$ cat src/rtl/psumon_pkg.sv
/*
  Constants shared by the supply monitor parameter block: clock rate, refresh periods,
  process-data layout, parameter indices, reset values and event bit positions.
  Assumes a single 10 MHz clock; everything else derives from these values.
*/
package psumon_pkg;

  // timing
  localparam int unsigned CLOCK_HZ         = 10_000_000;
  localparam int unsigned PD_PERIOD_MS     = 2;
  localparam int unsigned SNAP_PERIOD_MS   = 50;
  localparam int unsigned PD_CYCLES_DEF    = PD_PERIOD_MS * (CLOCK_HZ / 1000);
  localparam int unsigned SNAP_CYCLES_DEF  = SNAP_PERIOD_MS * (CLOCK_HZ / 1000);
  // overpower window and rest, counted in refresh ticks
  localparam int unsigned BOOST_MAX_TICKS  = 100;
  localparam int unsigned BOOST_REST_TICKS = 200;

  // process-data image layout
  localparam int unsigned CHANNELS         = 4;
  localparam int unsigned PD_WIDTH         = 120;
  localparam int unsigned PD_TOTAL_POS     = 104;
  localparam int unsigned PD_VOLT_POS      = 88;
  localparam int unsigned PD_CH_FIRST_POS  = 72;
  localparam int unsigned PD_CH_STEP       = 16;
  localparam int unsigned PD_STATE_POS     = 16;
  localparam int unsigned PD_OVERLOAD_POS  = 8;
  localparam int unsigned PD_SHORT_POS     = 0;

  // parameter indices
  localparam logic [7:0] IDX_NV_STATUS      = 8'h40;
  localparam logic [7:0] IDX_EVENTS         = 8'h41;
  localparam logic [7:0] IDX_STANDBY        = 8'h65;
  localparam logic [7:0] IDX_CONFIG         = 8'h67;
  localparam logic [7:0] IDX_TOTAL_PREALARM = 8'h68;
  localparam logic [7:0] IDX_SETPOINT       = 8'h69;
  localparam logic [7:0] IDX_CH_ENABLE      = 8'h6a;
  localparam logic [7:0] IDX_TRIP           = 8'h6c;
  localparam logic [7:0] IDX_CH_PREALARM    = 8'h6d;
  localparam logic [7:0] SUB_WHOLE          = 8'h00;
  localparam logic [7:0] SUB_CH_LIMIT       = 8'h04;

  // reset values; analog quantities in 10 mV, 10 mA and 0.01 % steps
  localparam logic        RST_STANDBY        = 1'b0;
  localparam logic [7:0]  RST_CONFIG         = 8'h02;
  localparam logic [15:0] CONFIG_MAX         = 16'h0003;
  localparam logic [15:0] RST_SETPOINT       = 16'h0992;
  localparam logic [15:0] RST_TOTAL_PREALARM = 16'h07d0;
  localparam logic [3:0]  RST_CH_ENABLE      = 4'hf;
  localparam logic [15:0] RST_TRIP           = 16'hffff;
  localparam logic [15:0] RST_CH_PREALARM    = 16'h1f62;

  // event word bit positions
  localparam int unsigned EV_OUTPUT_GOOD        = 0;
  localparam int unsigned EV_OUTPUT_LOW_WARNING = 1;
  localparam int unsigned EV_OVERPOWER          = 2;
  localparam int unsigned EV_CAPACITOR_OVERTEMP = 3;
  localparam int unsigned EV_UNIT_OVERTEMP      = 4;
  localparam int unsigned EV_OVERLOAD           = 5;

  typedef enum logic [1:0] {
    BOOST_IDLE = 2'b00,
    BOOST_ON   = 2'b01,
    BOOST_REST = 2'b10
  } psumon_boost_t;

endpackage

$ cat src/rtl/psumon_tick.sv
/*
  Free-running divider giving a one-cycle enable pulse every PERIOD clocks.
  Assumes PERIOD between 1 and 2**20.
*/
`timescale 1ns/1ps
module psumon_tick import psumon_pkg::*; #(
  parameter int unsigned PERIOD = 2
) (
  input  wire logic clock,
  input  wire logic srst,
  output logic      tick
);

  logic [19:0] count;
  logic [19:0] next_count;
  logic        next_tick;

  always_comb begin
    next_tick  = 1'b0;
    next_count = count + 20'h0_0001;
    if (count == 20'(PERIOD - 1)) begin
      next_count = '0;
      next_tick  = 1'b1;
    end
  end

  always_ff @(posedge clock) begin
    if (srst) begin
      count <= '0;
      tick  <= 1'b0;
    end else begin
      count <= next_count;
      tick  <= next_tick;
    end
  end

endmodule

$ cat src/rtl/psumon_boost_limit.sv
/*
  Short-term overpower manager: grants overpower while demanded, for at most
  BOOST_MAX_TICKS refresh ticks, then forces a rest of BOOST_REST_TICKS before the next grant.
  Assumes step is a one-cycle pulse from the refresh divider.
*/
`timescale 1ns/1ps
module psumon_boost_limit import psumon_pkg::*; (
  input  wire logic clock,
  input  wire logic srst,
  input  wire logic step,
  input  wire logic demand,
  output logic      active
);

  psumon_boost_t state;
  psumon_boost_t next_state;
  logic [7:0]    ticks;
  logic [7:0]    next_ticks;
  logic          next_active;

  always_comb begin
    next_state = state;
    next_ticks = ticks;
    case (state)
      BOOST_IDLE: begin
        if (demand) begin
          next_state = BOOST_ON;
          next_ticks = '0;
        end
      end
      BOOST_ON: begin
        // dropping demand early still costs a full rest: keeps average power bounded
        if (!demand) begin
          next_state = BOOST_REST;
          next_ticks = '0;
        end else if (step) begin
          if (ticks == 8'(BOOST_MAX_TICKS - 1)) begin
            next_state = BOOST_REST;
            next_ticks = '0;
          end else begin
            next_ticks = ticks + 8'h01;
          end
        end
      end
      BOOST_REST: begin
        if (step) begin
          if (ticks == 8'(BOOST_REST_TICKS - 1)) begin
            next_state = BOOST_IDLE;
            next_ticks = '0;
          end else begin
            next_ticks = ticks + 8'h01;
          end
        end
      end
      default: begin
        next_state = BOOST_IDLE;
        next_ticks = '0;
      end
    endcase
    next_active = (next_state == BOOST_ON);
  end

  always_ff @(posedge clock) begin
    if (srst) begin
      state  <= BOOST_IDLE;
      ticks  <= '0;
      active <= 1'b0;
    end else begin
      state  <= next_state;
      ticks  <= next_ticks;
      active <= next_active;
    end
  end

  // helper: refresh ticks seen during one grant
  logic [7:0] on_ticks;
  always_ff @(posedge clock) begin
    if (srst || !active) begin
      on_ticks <= '0;
    end else if (step) begin
      on_ticks <= on_ticks + 8'h01;
    end
  end
endmodule

$ cat src/rtl/psumon_param_map.sv
/*
  Monitoring and configuration data block of a multi-output supply: builds the cyclic
  process-data image, snapshots status into link-visible storage and serves acyclic
  parameter reads and writes by index and subindex.
  Assumes the link stack presents one request per cycle and that sensor inputs are synchronous.
*/
`timescale 1ns/1ps
module psumon_param_map import psumon_pkg::*; #(
  parameter int unsigned PD_CYCLES   = PD_CYCLES_DEF,
  parameter int unsigned SNAP_CYCLES = SNAP_CYCLES_DEF
) (
  input  wire logic                  clock,
  input  wire logic                  srst,
  input  wire logic                  param_req_valid,
  input  wire logic                  param_req_write,
  input  wire logic [7:0]            param_index,
  input  wire logic [7:0]            param_subindex,
  input  wire logic [15:0]           param_wdata,
  output logic                       param_rsp_valid,
  output logic                       param_rsp_error,
  output logic [15:0]                param_rdata,
  output logic                       pd_valid,
  output logic [PD_WIDTH-1:0]        pd_data,
  input  wire logic [15:0]           meas_total_current,
  input  wire logic [15:0]           meas_output_voltage,
  input  wire logic [3:0][15:0]      meas_channel_current,
  input  wire logic [3:0]            breaker_on_state,
  input  wire logic [3:0]            breaker_overload_trip,
  input  wire logic [3:0]            breaker_short_trip,
  input  wire logic [7:0]            nv_health,
  input  wire logic                  output_good,
  input  wire logic                  output_low_warning,
  input  wire logic                  capacitor_overtemp,
  input  wire logic                  unit_overtemp,
  input  wire logic                  overload,
  input  wire logic                  overpower_demand,
  output logic                       overpower_active,
  output logic [15:0]                output_voltage_setpoint,
  output logic                       standby_request,
  output logic [7:0]                 config_source_select,
  output logic [15:0]                total_current_prealarm,
  output logic [3:0]                 breaker_channel_enable,
  output logic [3:0][15:0]           breaker_trip_threshold,
  output logic [3:0][15:0]           breaker_prealarm_level
);

  logic pd_tick;
  logic snap_tick;

  psumon_tick #(.PERIOD(PD_CYCLES)) u_pd_tick (
    .clock (clock),
    .srst  (srst),
    .tick  (pd_tick)
  );

  psumon_tick #(.PERIOD(SNAP_CYCLES)) u_snap_tick (
    .clock (clock),
    .srst  (srst),
    .tick  (snap_tick)
  );

  psumon_boost_limit u_boost (
    .clock  (clock),
    .srst   (srst),
    .step   (snap_tick),
    .demand (overpower_demand),
    .active (overpower_active)
  );

  // status snapshot
  logic [7:0]  nv_memory_status;
  logic [15:0] event_flags;
  logic [7:0]  next_nv_memory_status;
  logic [15:0] next_event_flags;

  always_comb begin
    next_nv_memory_status = nv_memory_status;
    next_event_flags      = event_flags;
    if (snap_tick) begin
      next_nv_memory_status                   = nv_health;
      next_event_flags                        = '0;
      next_event_flags[EV_OUTPUT_GOOD]        = output_good;
      next_event_flags[EV_OUTPUT_LOW_WARNING] = output_low_warning;
      next_event_flags[EV_OVERPOWER]          = overpower_active;
      next_event_flags[EV_CAPACITOR_OVERTEMP] = capacitor_overtemp;
      next_event_flags[EV_UNIT_OVERTEMP]      = unit_overtemp;
      next_event_flags[EV_OVERLOAD]           = overload;
    end
  end

  always_ff @(posedge clock) begin
    if (srst) begin
      nv_memory_status <= '0;
      event_flags      <= '0;
    end else begin
      nv_memory_status <= next_nv_memory_status;
      event_flags      <= next_event_flags;
    end
  end

  // process-data image; 120 bits so every printed offset fits
  logic                next_pd_valid;
  logic [PD_WIDTH-1:0] next_pd_data;

  always_comb begin
    next_pd_valid = pd_tick;
    next_pd_data  = pd_data;
    if (pd_tick) begin
      next_pd_data = '0;
      next_pd_data[PD_TOTAL_POS +: 16] = meas_total_current;
      next_pd_data[PD_VOLT_POS +: 16]  = meas_output_voltage;
      for (int i = 0; i < CHANNELS; i++) begin
        next_pd_data[PD_CH_FIRST_POS - PD_CH_STEP * i +: 16] = meas_channel_current[i];
      end
      next_pd_data[PD_STATE_POS +: 4]    = breaker_on_state;
      next_pd_data[PD_OVERLOAD_POS +: 4] = breaker_overload_trip;
      next_pd_data[PD_SHORT_POS +: 4]    = breaker_short_trip;
    end
  end

  always_ff @(posedge clock) begin
    if (srst) begin
      pd_valid <= 1'b0;
      pd_data  <= '0;
    end else begin
      pd_valid <= next_pd_valid;
      pd_data  <= next_pd_data;
    end
  end

  // acyclic parameter access
  logic            wr;
  logic            sub_whole;
  logic            sub_chan;
  logic [1:0]      ch;
  logic            next_rsp_valid;
  logic            next_rsp_error;
  logic [15:0]     next_rdata;
  logic [15:0]     next_setpoint;
  logic            next_standby;
  logic [7:0]      next_config;
  logic [15:0]     next_total_prealarm;
  logic [3:0]      next_ch_enable;
  logic [3:0][15:0] next_trip;
  logic [3:0][15:0] next_ch_prealarm;

  assign wr        = param_req_valid && param_req_write;
  assign sub_whole = (param_subindex == SUB_WHOLE);
  assign sub_chan  = (param_subindex < SUB_CH_LIMIT);
  assign ch        = param_subindex[1:0];

  always_comb begin
    next_setpoint       = output_voltage_setpoint;
    next_standby        = standby_request;
    next_config         = config_source_select;
    next_total_prealarm = total_current_prealarm;
    next_ch_enable      = breaker_channel_enable;
    next_trip           = breaker_trip_threshold;
    next_ch_prealarm    = breaker_prealarm_level;
    next_rsp_valid      = param_req_valid;
    next_rsp_error      = 1'b0;
    next_rdata          = '0;
    if (param_req_valid) begin
      case (param_index)
        IDX_NV_STATUS: begin
          next_rdata     = {8'h00, nv_memory_status};
          next_rsp_error = param_req_write || !sub_whole;
        end
        IDX_EVENTS: begin
          // per-bit subindices are not served, only the whole word
          next_rdata     = event_flags;
          next_rsp_error = param_req_write || !sub_whole;
        end
        IDX_STANDBY: begin
          next_rdata     = {15'h0000, standby_request};
          next_rsp_error = !sub_whole;
          if (wr && sub_whole) begin
            next_standby = param_wdata[0];
          end
        end
        IDX_CONFIG: begin
          next_rdata     = {8'h00, config_source_select};
          next_rsp_error = !sub_whole || (param_req_write && param_wdata > CONFIG_MAX);
          if (wr && sub_whole && param_wdata <= CONFIG_MAX) begin
            next_config = param_wdata[7:0];
          end
        end
        IDX_TOTAL_PREALARM: begin
          next_rdata     = total_current_prealarm;
          next_rsp_error = !sub_whole;
          if (wr && sub_whole) begin
            next_total_prealarm = param_wdata;
          end
        end
        IDX_SETPOINT: begin
          next_rdata     = output_voltage_setpoint;
          next_rsp_error = !sub_whole;
          if (wr && sub_whole) begin
            next_setpoint = param_wdata;
          end
        end
        IDX_CH_ENABLE: begin
          next_rdata     = {12'h000, breaker_channel_enable};
          next_rsp_error = !sub_whole;
          if (wr && sub_whole) begin
            next_ch_enable = param_wdata[3:0];
          end
        end
        IDX_TRIP: begin
          next_rdata     = breaker_trip_threshold[ch];
          next_rsp_error = !sub_chan;
          if (wr && sub_chan) begin
            next_trip[ch] = param_wdata;
          end
        end
        IDX_CH_PREALARM: begin
          next_rdata     = breaker_prealarm_level[ch];
          next_rsp_error = !sub_chan;
          if (wr && sub_chan) begin
            next_ch_prealarm[ch] = param_wdata;
          end
        end
        default: begin
          next_rsp_error = 1'b1;
        end
      endcase
      if (next_rsp_error) begin
        next_rdata = '0;
      end
    end
  end

  always_ff @(posedge clock) begin
    if (srst) begin
      output_voltage_setpoint <= RST_SETPOINT;
      standby_request         <= RST_STANDBY;
      config_source_select    <= RST_CONFIG;
      total_current_prealarm  <= RST_TOTAL_PREALARM;
      breaker_channel_enable  <= RST_CH_ENABLE;
      breaker_trip_threshold  <= {CHANNELS{RST_TRIP}};
      breaker_prealarm_level  <= {CHANNELS{RST_CH_PREALARM}};
      param_rsp_valid         <= 1'b0;
      param_rsp_error         <= 1'b0;
      param_rdata             <= '0;
    end else begin
      output_voltage_setpoint <= next_setpoint;
      standby_request         <= next_standby;
      config_source_select    <= next_config;
      total_current_prealarm  <= next_total_prealarm;
      breaker_channel_enable  <= next_ch_enable;
      breaker_trip_threshold  <= next_trip;
      breaker_prealarm_level  <= next_ch_prealarm;
      param_rsp_valid         <= next_rsp_valid;
      param_rsp_error         <= next_rsp_error;
      param_rdata             <= next_rdata;
    end
  end

  logic [19:0] pd_gap;
  logic        pd_seen;
  always_ff @(posedge clock) begin
    if (srst) begin
      pd_gap  <= '0;
      pd_seen <= 1'b0;
    end else begin
      pd_gap  <= pd_valid ? 20'h0_0001 : pd_gap + 20'h0_0001;
      pd_seen <= pd_seen | pd_valid;
    end
  end
endmodule

$ cat config.mk
export PLATFORM = sky130hd
export DESIGN_NAME = psumon_param_map
export DESIGN_NICKNAME = d
export VERILOG_FILES = /design/src/rtl/psumon_pkg.sv /design/src/rtl/psumon_tick.sv /design/src/rtl/psumon_boost_limit.sv /design/src/rtl/psumon_param_map.sv
export SDC_FILE = /design/constraint.sdc
export NUM_CORES = 1
export LEC_CHECK = 0
export BUFFER_PORTS_ARGS = -buffer_cell sky130_fd_sc_hd__buf_2
export CAP_MARGIN = 20
export CORE_MARGIN = 4
export CORE_UTILIZATION = 35
export DETAILED_ROUTE_END_ITERATION = 8
export SYNTH_ARGS = -nofsm -noshare
export SYNTH_HDL_FRONTEND = slang
export SYNTH_HIERARCHICAL = 1
export SYNTH_SLANG_ARGS = --single-unit
$ cat constraint.sdc
create_clock -name clock -period 3.7 [get_ports clock]
set_input_delay 0.74 -clock clock [delete_from_list [all_inputs] [get_ports clock]]
set_output_delay 0.74 -clock clock [all_outputs]
set_load 0.005 [all_outputs]
==> out/metrics.yaml, run 1 <==
critPathTopFamily: "simple AND/OR/NAND/NOR gates"
syn_avg_cell_area_um2: 9.40
cp_slowest_cell: "or4_4"
wl_per_cell_um: 20.5
syn_to_final_growth_pct: 27.6
outcome: "complete, no violations"
seq_area_frac_synth_pct: 47.9
drive_gt1_share_pct: 30.4
finalCritPeriodShare_pct: 69.5
gp_congestion: 0.923
rsz0062_at_grt: "false"
clockBufferDepth: 3
clock-sinks: 367
die_x_um: 217
core_area_um2: 43200
place_hpwl_mm: 40.7
place_area_um2: 18000
async_flop_share_pct: 0
ir_worst_vdd_mv: 0.371
crit_path_end_kind: "flip-flop"
leakage_nw: 7.77
finalSetupTns_ns: 0
finClkSkew_ns: 0.0284
clk_latency_ns: 0.57
io_pins: 471
path_cells: "buf_2, or3b_1, or4_4, or3_1, buf_4, nor3_1, a21oi_1"
post-cts-setup-buffers: 0
first_pass_iters: 5
synth-edff-count: 0
ys_warn_count: 6
whs_ns: 0.409
slowest_delay_ns: 0.71
critPathKind: "in2reg"
grt_overflow: 0
cts_tree: "built"
drv_slew: 0
synth_cell_types: 78
die_h_um: 217
grt_max_degree: 141
postCtsHoldBufs: 0
initial_core_util_pct: 35.5
ys.flop_type: "dfxtp_1"
die-area_um2: 47200
worstMarginPinSlew_ns: 0.921
nNetsFinal: 2203
vias: 13700
grt_pass1_wl_mm: 80.5
cp_num_buf_inv: 2
track_usage_pct: 22.0
drc: 0
numCtsBuffers: 44
viasPerCell: 5.14
worst-path-max-fanout: 21
powerDensity_nw_per_um2: 452
antenna_found_initial: 6
syn_inst: 1631
min_period_ns: 2.57
clockRootBuffer: "clkbuf_16"
fmax_mhz: 389
arrival_ns: 3.01
hp-class: "in2reg"
maxCapViolations: 0
worstSetupStartpointType: "primary input"
design_area_um2: 19600
ant_nets: 0
portBuffers: 458
slew_headroom_pct: 38.5
crit_required_ns: 4.14
htree_levels: 2
nFillCells: 4207
cts.clk_slew.worst_paths_ns: 0.06
wl_mm: 54.6
grt_pass1_vias: 13300
netlist_area_um2: 15300
cts_resized: 0
post-route-util_pct: 45.3
drt-initial-drc-count: 908
rows: 76
hold_viol: 0
synth-seq-cells: 367
setup_viol: 0
[layout by cell type, fill, tap and decap left out, types with 14 or more instances in the layout]
master,n
a21oi_1,91
buf_4,18
nor3_1,41
o21ai_0,26
buf_2,457
mux2_2,17
nand2_1,195
mux2i_1,163
clkbuf_16,46
mux4_2,32
nor2_1,232
nor2b_1,28
nand3_1,64
xnor2_1,20
a22oi_1,16
nand4_1,15
a211o_1,16
dfxtp_1,366
inv_1,14
nor4_1,18
[layer usage]
metal	global-route usage (%)	vias up	share of wire [%]
met2	36.1	573	47
li1	-	6479	-
met4	8.06	8	3.3
met3	8.04	103	10
met1	26.5	6491	39
met5	0	-	0.11
[metrics by stage]
stage	cells	total power [mW]	worst slack (ns)
2_1_floorplan	1642	4.28	1.02
3_3_place_gp	2576	4.43	0.599
3_5_place_dp	2576	4.44	0.555
4_1_cts	2657	8.94	1.15
5_1_grt	2658	9.14	0.987
6_report	2659	8.84	1.13
[flip-flops by register name, summed over array words and instances, names as in the netlist, 4 cells and up]
register,count
pd_data,108
breaker_prealarm_level,64
breaker_trip_threshold,64
u_pd_tick/count,20
u_snap_tick/count,20
output_voltage_setpoint,16
param_rdata,16
total_current_prealarm,16
config_source_select,8
nv_memory_status,8
u_boost/ticks,8
event_flags,6
breaker_channel_enable,4
[synth_stat cells, types with 4 or more instances]
cell type	count	share of area, %
clkbuf_1	68	1.7
o21ai_0	26	0.85
ha_1	7	0.57
buf_1	21	0.51
a21oi_1	91	3.0
nand3_1	64	2.1
buf_2	22	0.72
a31oi_1	7	0.29
and3_1	6	0.24
or4_4	4	0.29
buf_4	18	0.88
a211o_1	16	0.91
a22o_1	7	0.40
nor2b_1	28	1.1
and2_1	9	0.37
mux4_2	32	4.7
nand4_1	15	0.61
xnor2_1	20	1.1
inv_1	15	0.37
mux2i_1	163	11
nor4_1	19	0.78
nand2b_1	6	0.24
mux2_2	17	1.2
dfxtp_1	367	48
xor2_1	9	0.51
or3_1	11	0.45
nor2_1	232	5.7
a221oi_1	5	0.29
o31ai_1	6	0.29
nand2_1	195	4.8
a22oi_1	16	0.78
nor3_1	42	1.4
[worst min-delay path: stages]
cell     delay, ns
buf_2         0.07
mux2i_1       0.05
nor2_1        0.07
[final timing paths]
kind	cells past startpoint	slack, ns	start	to
setup / recovery	7	1.13	param_index[7]	breaker_trip_threshold[49]$_SDFFE_PP1P_
hold / removal	3	0.41	meas_channel_current[55]	pd_data[31]$_SDFFE_PP0P_
setup reg to reg	6	1.59	u_boost/ticks[0]$_SDFFE_PP0P_	u_boost/ticks[3]$_SDFFE_PP0P_
hold reg to reg	1	0.46	u_snap_tick/count[0]$_SDFF_PP0_	u_snap_tick/count[0]$_SDFF_PP0_
[cell families (layout without fill, tap and decap cells)]
group,Yosys count,count (layout),share of synthesized area [%]
AO/OA/AOI/OAI,197,197,8.18
XOR/XNOR,29,29,1.66
adder cells (fa/ha/maj),7,7,0.571
buffers and inverters,146,577,4.25
flip-flops,367,367,47.9
multiplexers,212,212,16.6
other,1,13,0.0245
AND/OR/NAND/NOR,672,672,20.8
[power breakdown]
part / switching (mW) / leakage, nW / internal, mW / total [mW]
combinational: 0.246 / 4.06 / 0.134 / 0.380
sequential: 0.0109 / 2.96 / 3.96 / 3.97
clock: 1.74 / 0.743 / 2.75 / 4.48
total: 1.99 / 7.77 / 6.84 / 8.84
[final cells by class]
type                            count  area, um2  share of cell area, %
Clock buffer                       67       1320                   6.75
Timing Repair Buffer              481       2520                   12.9
Clock inverter                     14        194                  0.991
Multi-Input combinational cell   1129       7380                   37.7
Inverter                           15       56.3                  0.288
Sequential cell                   367       7350                   37.6
Antenna cell                        1       2.50                 0.0128
Tap cell                          585        732                   3.74
Note: power is estimated with default switching activity, not from simulation.
==> run 2, diff against run 1 <==
clock period = 2.7 ns   (was 3.7 ns; I/O delays follow)
==> run 2 against run 1 <==
  * First-iteration DRC count rose by 23%
  * Register-to-register slack worse by 1.0 ns
  * Largest power group unchanged
  * Utilization is 0.86 points higher
  * Routed wire length about the same
  * Highest routed layer unchanged
  * Worst hold slack lost 0.21 ns
  * Non-clock buffer count grew 43
  * Sequential power is 37% higher
  * Die area did not move
  * Clock skew fell by 0.010 ns
  * Via count is 1.0% higher
  * Count of clock-buffer cells in the layout fell by 4
  * Critical path depth unchanged
==> out/metrics.yaml, run 2 (synthesis gave the netlist of run 1 again) <==
hold_viol: 0
postCtsHoldBufs: 0
design_area_um2: 19900
regMostFlops: "pd_data"
outcome: "complete, no violations"
cts.clk_slew.worst_paths_ns: 0.06
grt_overflow: 0
finClkSkew_ns: 0.0182
place_hpwl_mm: 41.5
drive_gt1_share_pct: 31.8
ir_worst_vdd_mv: 0.433
gp_congestion: 0.909
worstSetupStartpointType: "primary input"
whs_ns: 0.197
place_area_um2: 18500
rsz0062_at_grt: "false"
io_pins: 471
clock-sinks: 367
post-cts-setup-buffers: 0
cts_tree: "built"
cts_resized: 0
die_h_um: 217
maxCapViolations: 0
leakage_nw: 7.97
vias: 13800
rows: 76
numCtsBuffers: 42
clockRootBuffer: "clkbuf_16"
crit_required_ns: 3.13
initial_core_util_pct: 35.5
r2r_slack_ns: 0.56
drc: 0
worst-path-max-fanout: 8
min_period_ns: 2.19
htree_levels: 2
crit_path_end_kind: "flip-flop"
viasPerCell: 5.11
core_area_um2: 43200
critPathKind: "in2reg"
fmax_mhz: 457
clockBufferDepth: 3
wl_per_cell_um: 20.2
worstMarginPinSlew_ns: 0.704
clk_latency_ns: 0.58
largest_reg_flops: 108
portBuffers: 458
final_common_cell: "buf_2"
die-area_um2: 47200
top_regs: "pd_data (108), breaker_prealarm_level (64), breaker_trip_threshold (64)"
die_x_um: 217
drv_slew: 0
wl_mm: 54.5
powerDensity_nw_per_um2: 600
grt_pass1_vias: 13300
grt_pass1_wl_mm: 81.6
first_pass_iters: 5
arrival_ns: 2.61
slew_headroom_pct: 53.1
setup_viol: 0
ant_nets: 0
nNetsFinal: 2244
hp-class: "in2reg"
layout_common_cells: "buf_2, dfxtp_1, nor2_1"
grt_max_degree: 91
finalCritPeriodShare_pct: 81.0
antenna_found_initial: 5
drt-initial-drc-count: 1113
track_usage_pct: 22.1
syn_to_final_growth_pct: 30.0
==> run 2: power by group <==
group,total (mW),internal [mW],switching (mW)
combinational,0.550,0.208,0.342
sequential,5.44,5.43,0.0149
clock,5.97,3.59,2.38
total,12.0,9.23,2.74
==> run 2: stage by stage <==
stage,instances,total power [mW],utilization (%),setup WS [ns],TNS [ns]
floorplan,1642,5.86,-,0.219,0
finish,2700,12.0,46.2,0.513,0
global route,2699,12.4,46.2,0.424,0
global placement,2620,6.10,42.8,-0.0101,-0.0386
detailed placement,2620,6.11,42.8,-0.0396,-0.386
CTS,2697,12.1,46.1,0.553,0
==> run 2: area by class of cell <==
cell class / instances / area, um2
clock buffers: 63 / 1240
repair buffers: 524 / 2930
inverters: 15 / 56.3
flip-flops and latches: 367 / 7350
clock inverters: 14 / 226
well taps: 585 / 732
multi-input cells: 1129 / 7380
diodes: 3 / 7.51
fillers: 4212 / 23200
==> run 2: path summary, 6_finish.rpt <==
check,startpoint,endpoint,cells past startpoint
min reg2reg,total_current_prealarm[11]$_SDFFE_PP0P_,total_current_prealarm[11]$_SDFFE_PP0P_,2
max,param_index[7],breaker_prealarm_level[57]$_SDFFE_PP1P_,7
max reg2reg,u_boost/ticks[0]$_SDFFE_PP0P_,u_boost/ticks[3]$_SDFFE_PP0P_,6
min,meas_total_current[14],pd_data[118]$_SDFFE_PP0P_,3
==> run 2: routing by layer <==
| layer | up-vias | share of wire, % | global-route usage, % |
|---|---|---|---|
| met5 | - | 0.026 | 0 |
| met4 | 4 | 2.5 | 6.49 |
| met3 | 103 | 8.3 | 5.59 |
| met2 | 555 | 48 | 37.4 |
| met1 | 6567 | 41 | 28.0 |
| li1 | 6562 | - | - |
==> run 2: worst max-delay path, cell delays in order <==
cell and delay (ns):
buf_2 0.12, or3b_1 0.48, buf_4 0.20, or3_1 0.55
or3_1 0.40, buf_4 0.20, mux2i_1 0.12
==> run 3, diff against run 2 <==
clock period = 2.1 ns   (was 2.7 ns; I/O delays follow)
==> run 3 against run 2 <==
  * Count of clock-buffer cells in the layout is 5 lower
  * Final cell count is 1.7% higher
  * Register-to-register slack worse by 0.42 ns
  * Sequential cell count stayed put
  * Largest cell class unchanged
  * Non-clock buffer count is 50 higher
  * Largest power group unchanged
  * Worst hold slack worse by 0.11 ns
  * Cell area is 2.5% higher
  * First-iteration DRC count is 23% lower
  * Clock power is 32% higher
==> out/metrics.yaml, run 3 (synthesis gave the netlist of run 1 again) <==
outcome: "complete, no violations"
clockBufferDepth: 3
grt_max_degree: 116
hold_viol: 0
grt_overflow: 0
ir_worst_vdd_mv: 0.550
slew_headroom_pct: 60.5
syn_to_final_growth_pct: 33.3
drive_gt1_share_pct: 33.7
slowest_delay_ns: 0.54
clockRootBuffer: "clkbuf_16"
htree_levels: 2
place_area_um2: 18900
power.total_mw: 15.7
setup_viol: 0
worst-path-max-fanout: 7
finClkSkew_ns: 0.0386
portBuffers: 458
crit_required_ns: 2.53
critPathTopFamily: "simple AND/OR/NAND/NOR gates"
final_common_cell: "buf_2"
nFillCells: 4183
drt-initial-drc-count: 853
cts.clk_slew.worst_paths_ns: 0.06
min_period_ns: 1.96
path_cells: "ha_1, nand4b_1, or4b_4, a31oi_4, nor3_2, a22o_1"
grt_pass1_wl_mm: 82.1
postCtsHoldBufs: 0
rows: 76
die-area_um2: 47200
worstMarginPinSlew_ns: 0.589
grt_pass1_vias: 13600
wl_per_cell_um: 20.3
antenna_found_initial: 5
cts_tree: "built"
initial_core_util_pct: 35.5
cp_slowest_cell: "or4b_4"
numCtsBuffers: 42
cp_num_buf_inv: 0
die_x_um: 217
first_pass_iters: 5
clock-sinks: 367
place_hpwl_mm: 42.9
viasPerCell: 5.12
ant_nets: 0
wl_mm: 55.8
powerDensity_nw_per_um2: 766
critPathKind: "reg2reg"
post-cts-setup-buffers: 0
regMostFlops: "pd_data"
maxCapViolations: 0
design_area_um2: 20400
core_area_um2: 43200
io_pins: 471
layout_common_cells: "buf_2, dfxtp_1, nor2_1"
leakage_nw: 8.27
worstSetupStartpointType: "flip-flop"
fmax_mhz: 509
whs_ns: 0.0904
top_regs: "pd_data (108), breaker_prealarm_level (64), breaker_trip_threshold (64)"
hp-class: "in2reg"
gp_congestion: 0.920
cts_resized: 0
largest_reg_flops: 108
drv_slew: 0
die_h_um: 217
crit_path_end_kind: "flip-flop"
track_usage_pct: 22.5
drc: 0
rsz0062_at_grt: "false"
finalCritPeriodShare_pct: 93.5
clk_latency_ns: 0.58
nNetsFinal: 2294
arrival_ns: 2.40
vias: 14000
==> run 3: changes by cell type in the layout (fill, tap and decap cells not counted), moves of 2 or more <==
cell | previous run | this run
buf_4 | 55 | 100
buf_12 | 11 | 16
clkbuf_1 | 10 | 5
bufinv_16 | 4 | 6
clkbuf_16 | 42 | 44
clkbuf_8 | 12 | 10
nor2_1 | 232 | 230
nor2_4 | 0 | 2
==> run 3: metal layers <==
| metal | GRT usage (%) | vias up | routed length [um] |
|---|---|---|---|
| li1 | - | 6660 | - |
| met4 | 9.71 | 4 | 2260 |
| met3 | 7.67 | 117 | 5620 |
| met1 | 26.9 | 6685 | 21800 |
| met5 | 0 | - | 27 |
| met2 | 37.0 | 581 | 26100 |
==> run 3: path summary, 6_finish.rpt <==
path,startpoint,slack (ns),depth (start not counted),to
max,u_boost/ticks[0]$_SDFFE_PP0P_,0.14,6,u_boost/ticks[3]$_SDFFE_PP0P_
min,meas_channel_current[52],0.09,3,pd_data[28]$_SDFFE_PP0P_
max reg2reg,u_boost/ticks[0]$_SDFFE_PP0P_,0.14,6,u_boost/ticks[3]$_SDFFE_PP0P_
min reg2reg,u_snap_tick/count[0]$_SDFF_PP0_,0.46,1,u_snap_tick/count[0]$_SDFF_PP0_
==> run 3: power breakdown <==
group / switching, mW / leakage (nW) / internal (mW)
Clock: 3.00 / 0.736 / 4.88
Combinational: 0.458 / 4.57 / 0.311
Sequential: 0.0187 / 2.96 / 6.98
==> run 3: final cells by class <==
cell class                      instances  area, um2  share of cell area (%)
Clock buffer                           58       1240                    6.09
Sequential cell                       367       7350                    36.0
Tap cell                              585        732                    3.58
Inverter                               15       56.3                   0.276
Antenna cell                            2       5.00                  0.0245
Clock inverter                         15        258                    1.26
Timing Repair Buffer                  574       3370                    16.5
Multi-Input combinational cell       1129       7420                    36.3
==> run 3: worst min-delay path, stage by stage <==
cell and delay, ns:
buf_2 0.07, mux2i_1 0.05, nor2_1 0.07
==> run 3: per-stage QoR <==
stage               worst slack (ns)  utilization [%]  setup TNS, ns  cells
finish                         0.137             47.3              0   2745
global route                  0.0112             47.3              0   2745
CTS                           0.0787             47.3              0   2742
detailed placement            -0.350             43.8         -32.61   2669
global placement              -0.377             43.8         -31.11   2669
floorplan                     -0.152                -          -6.38   1642
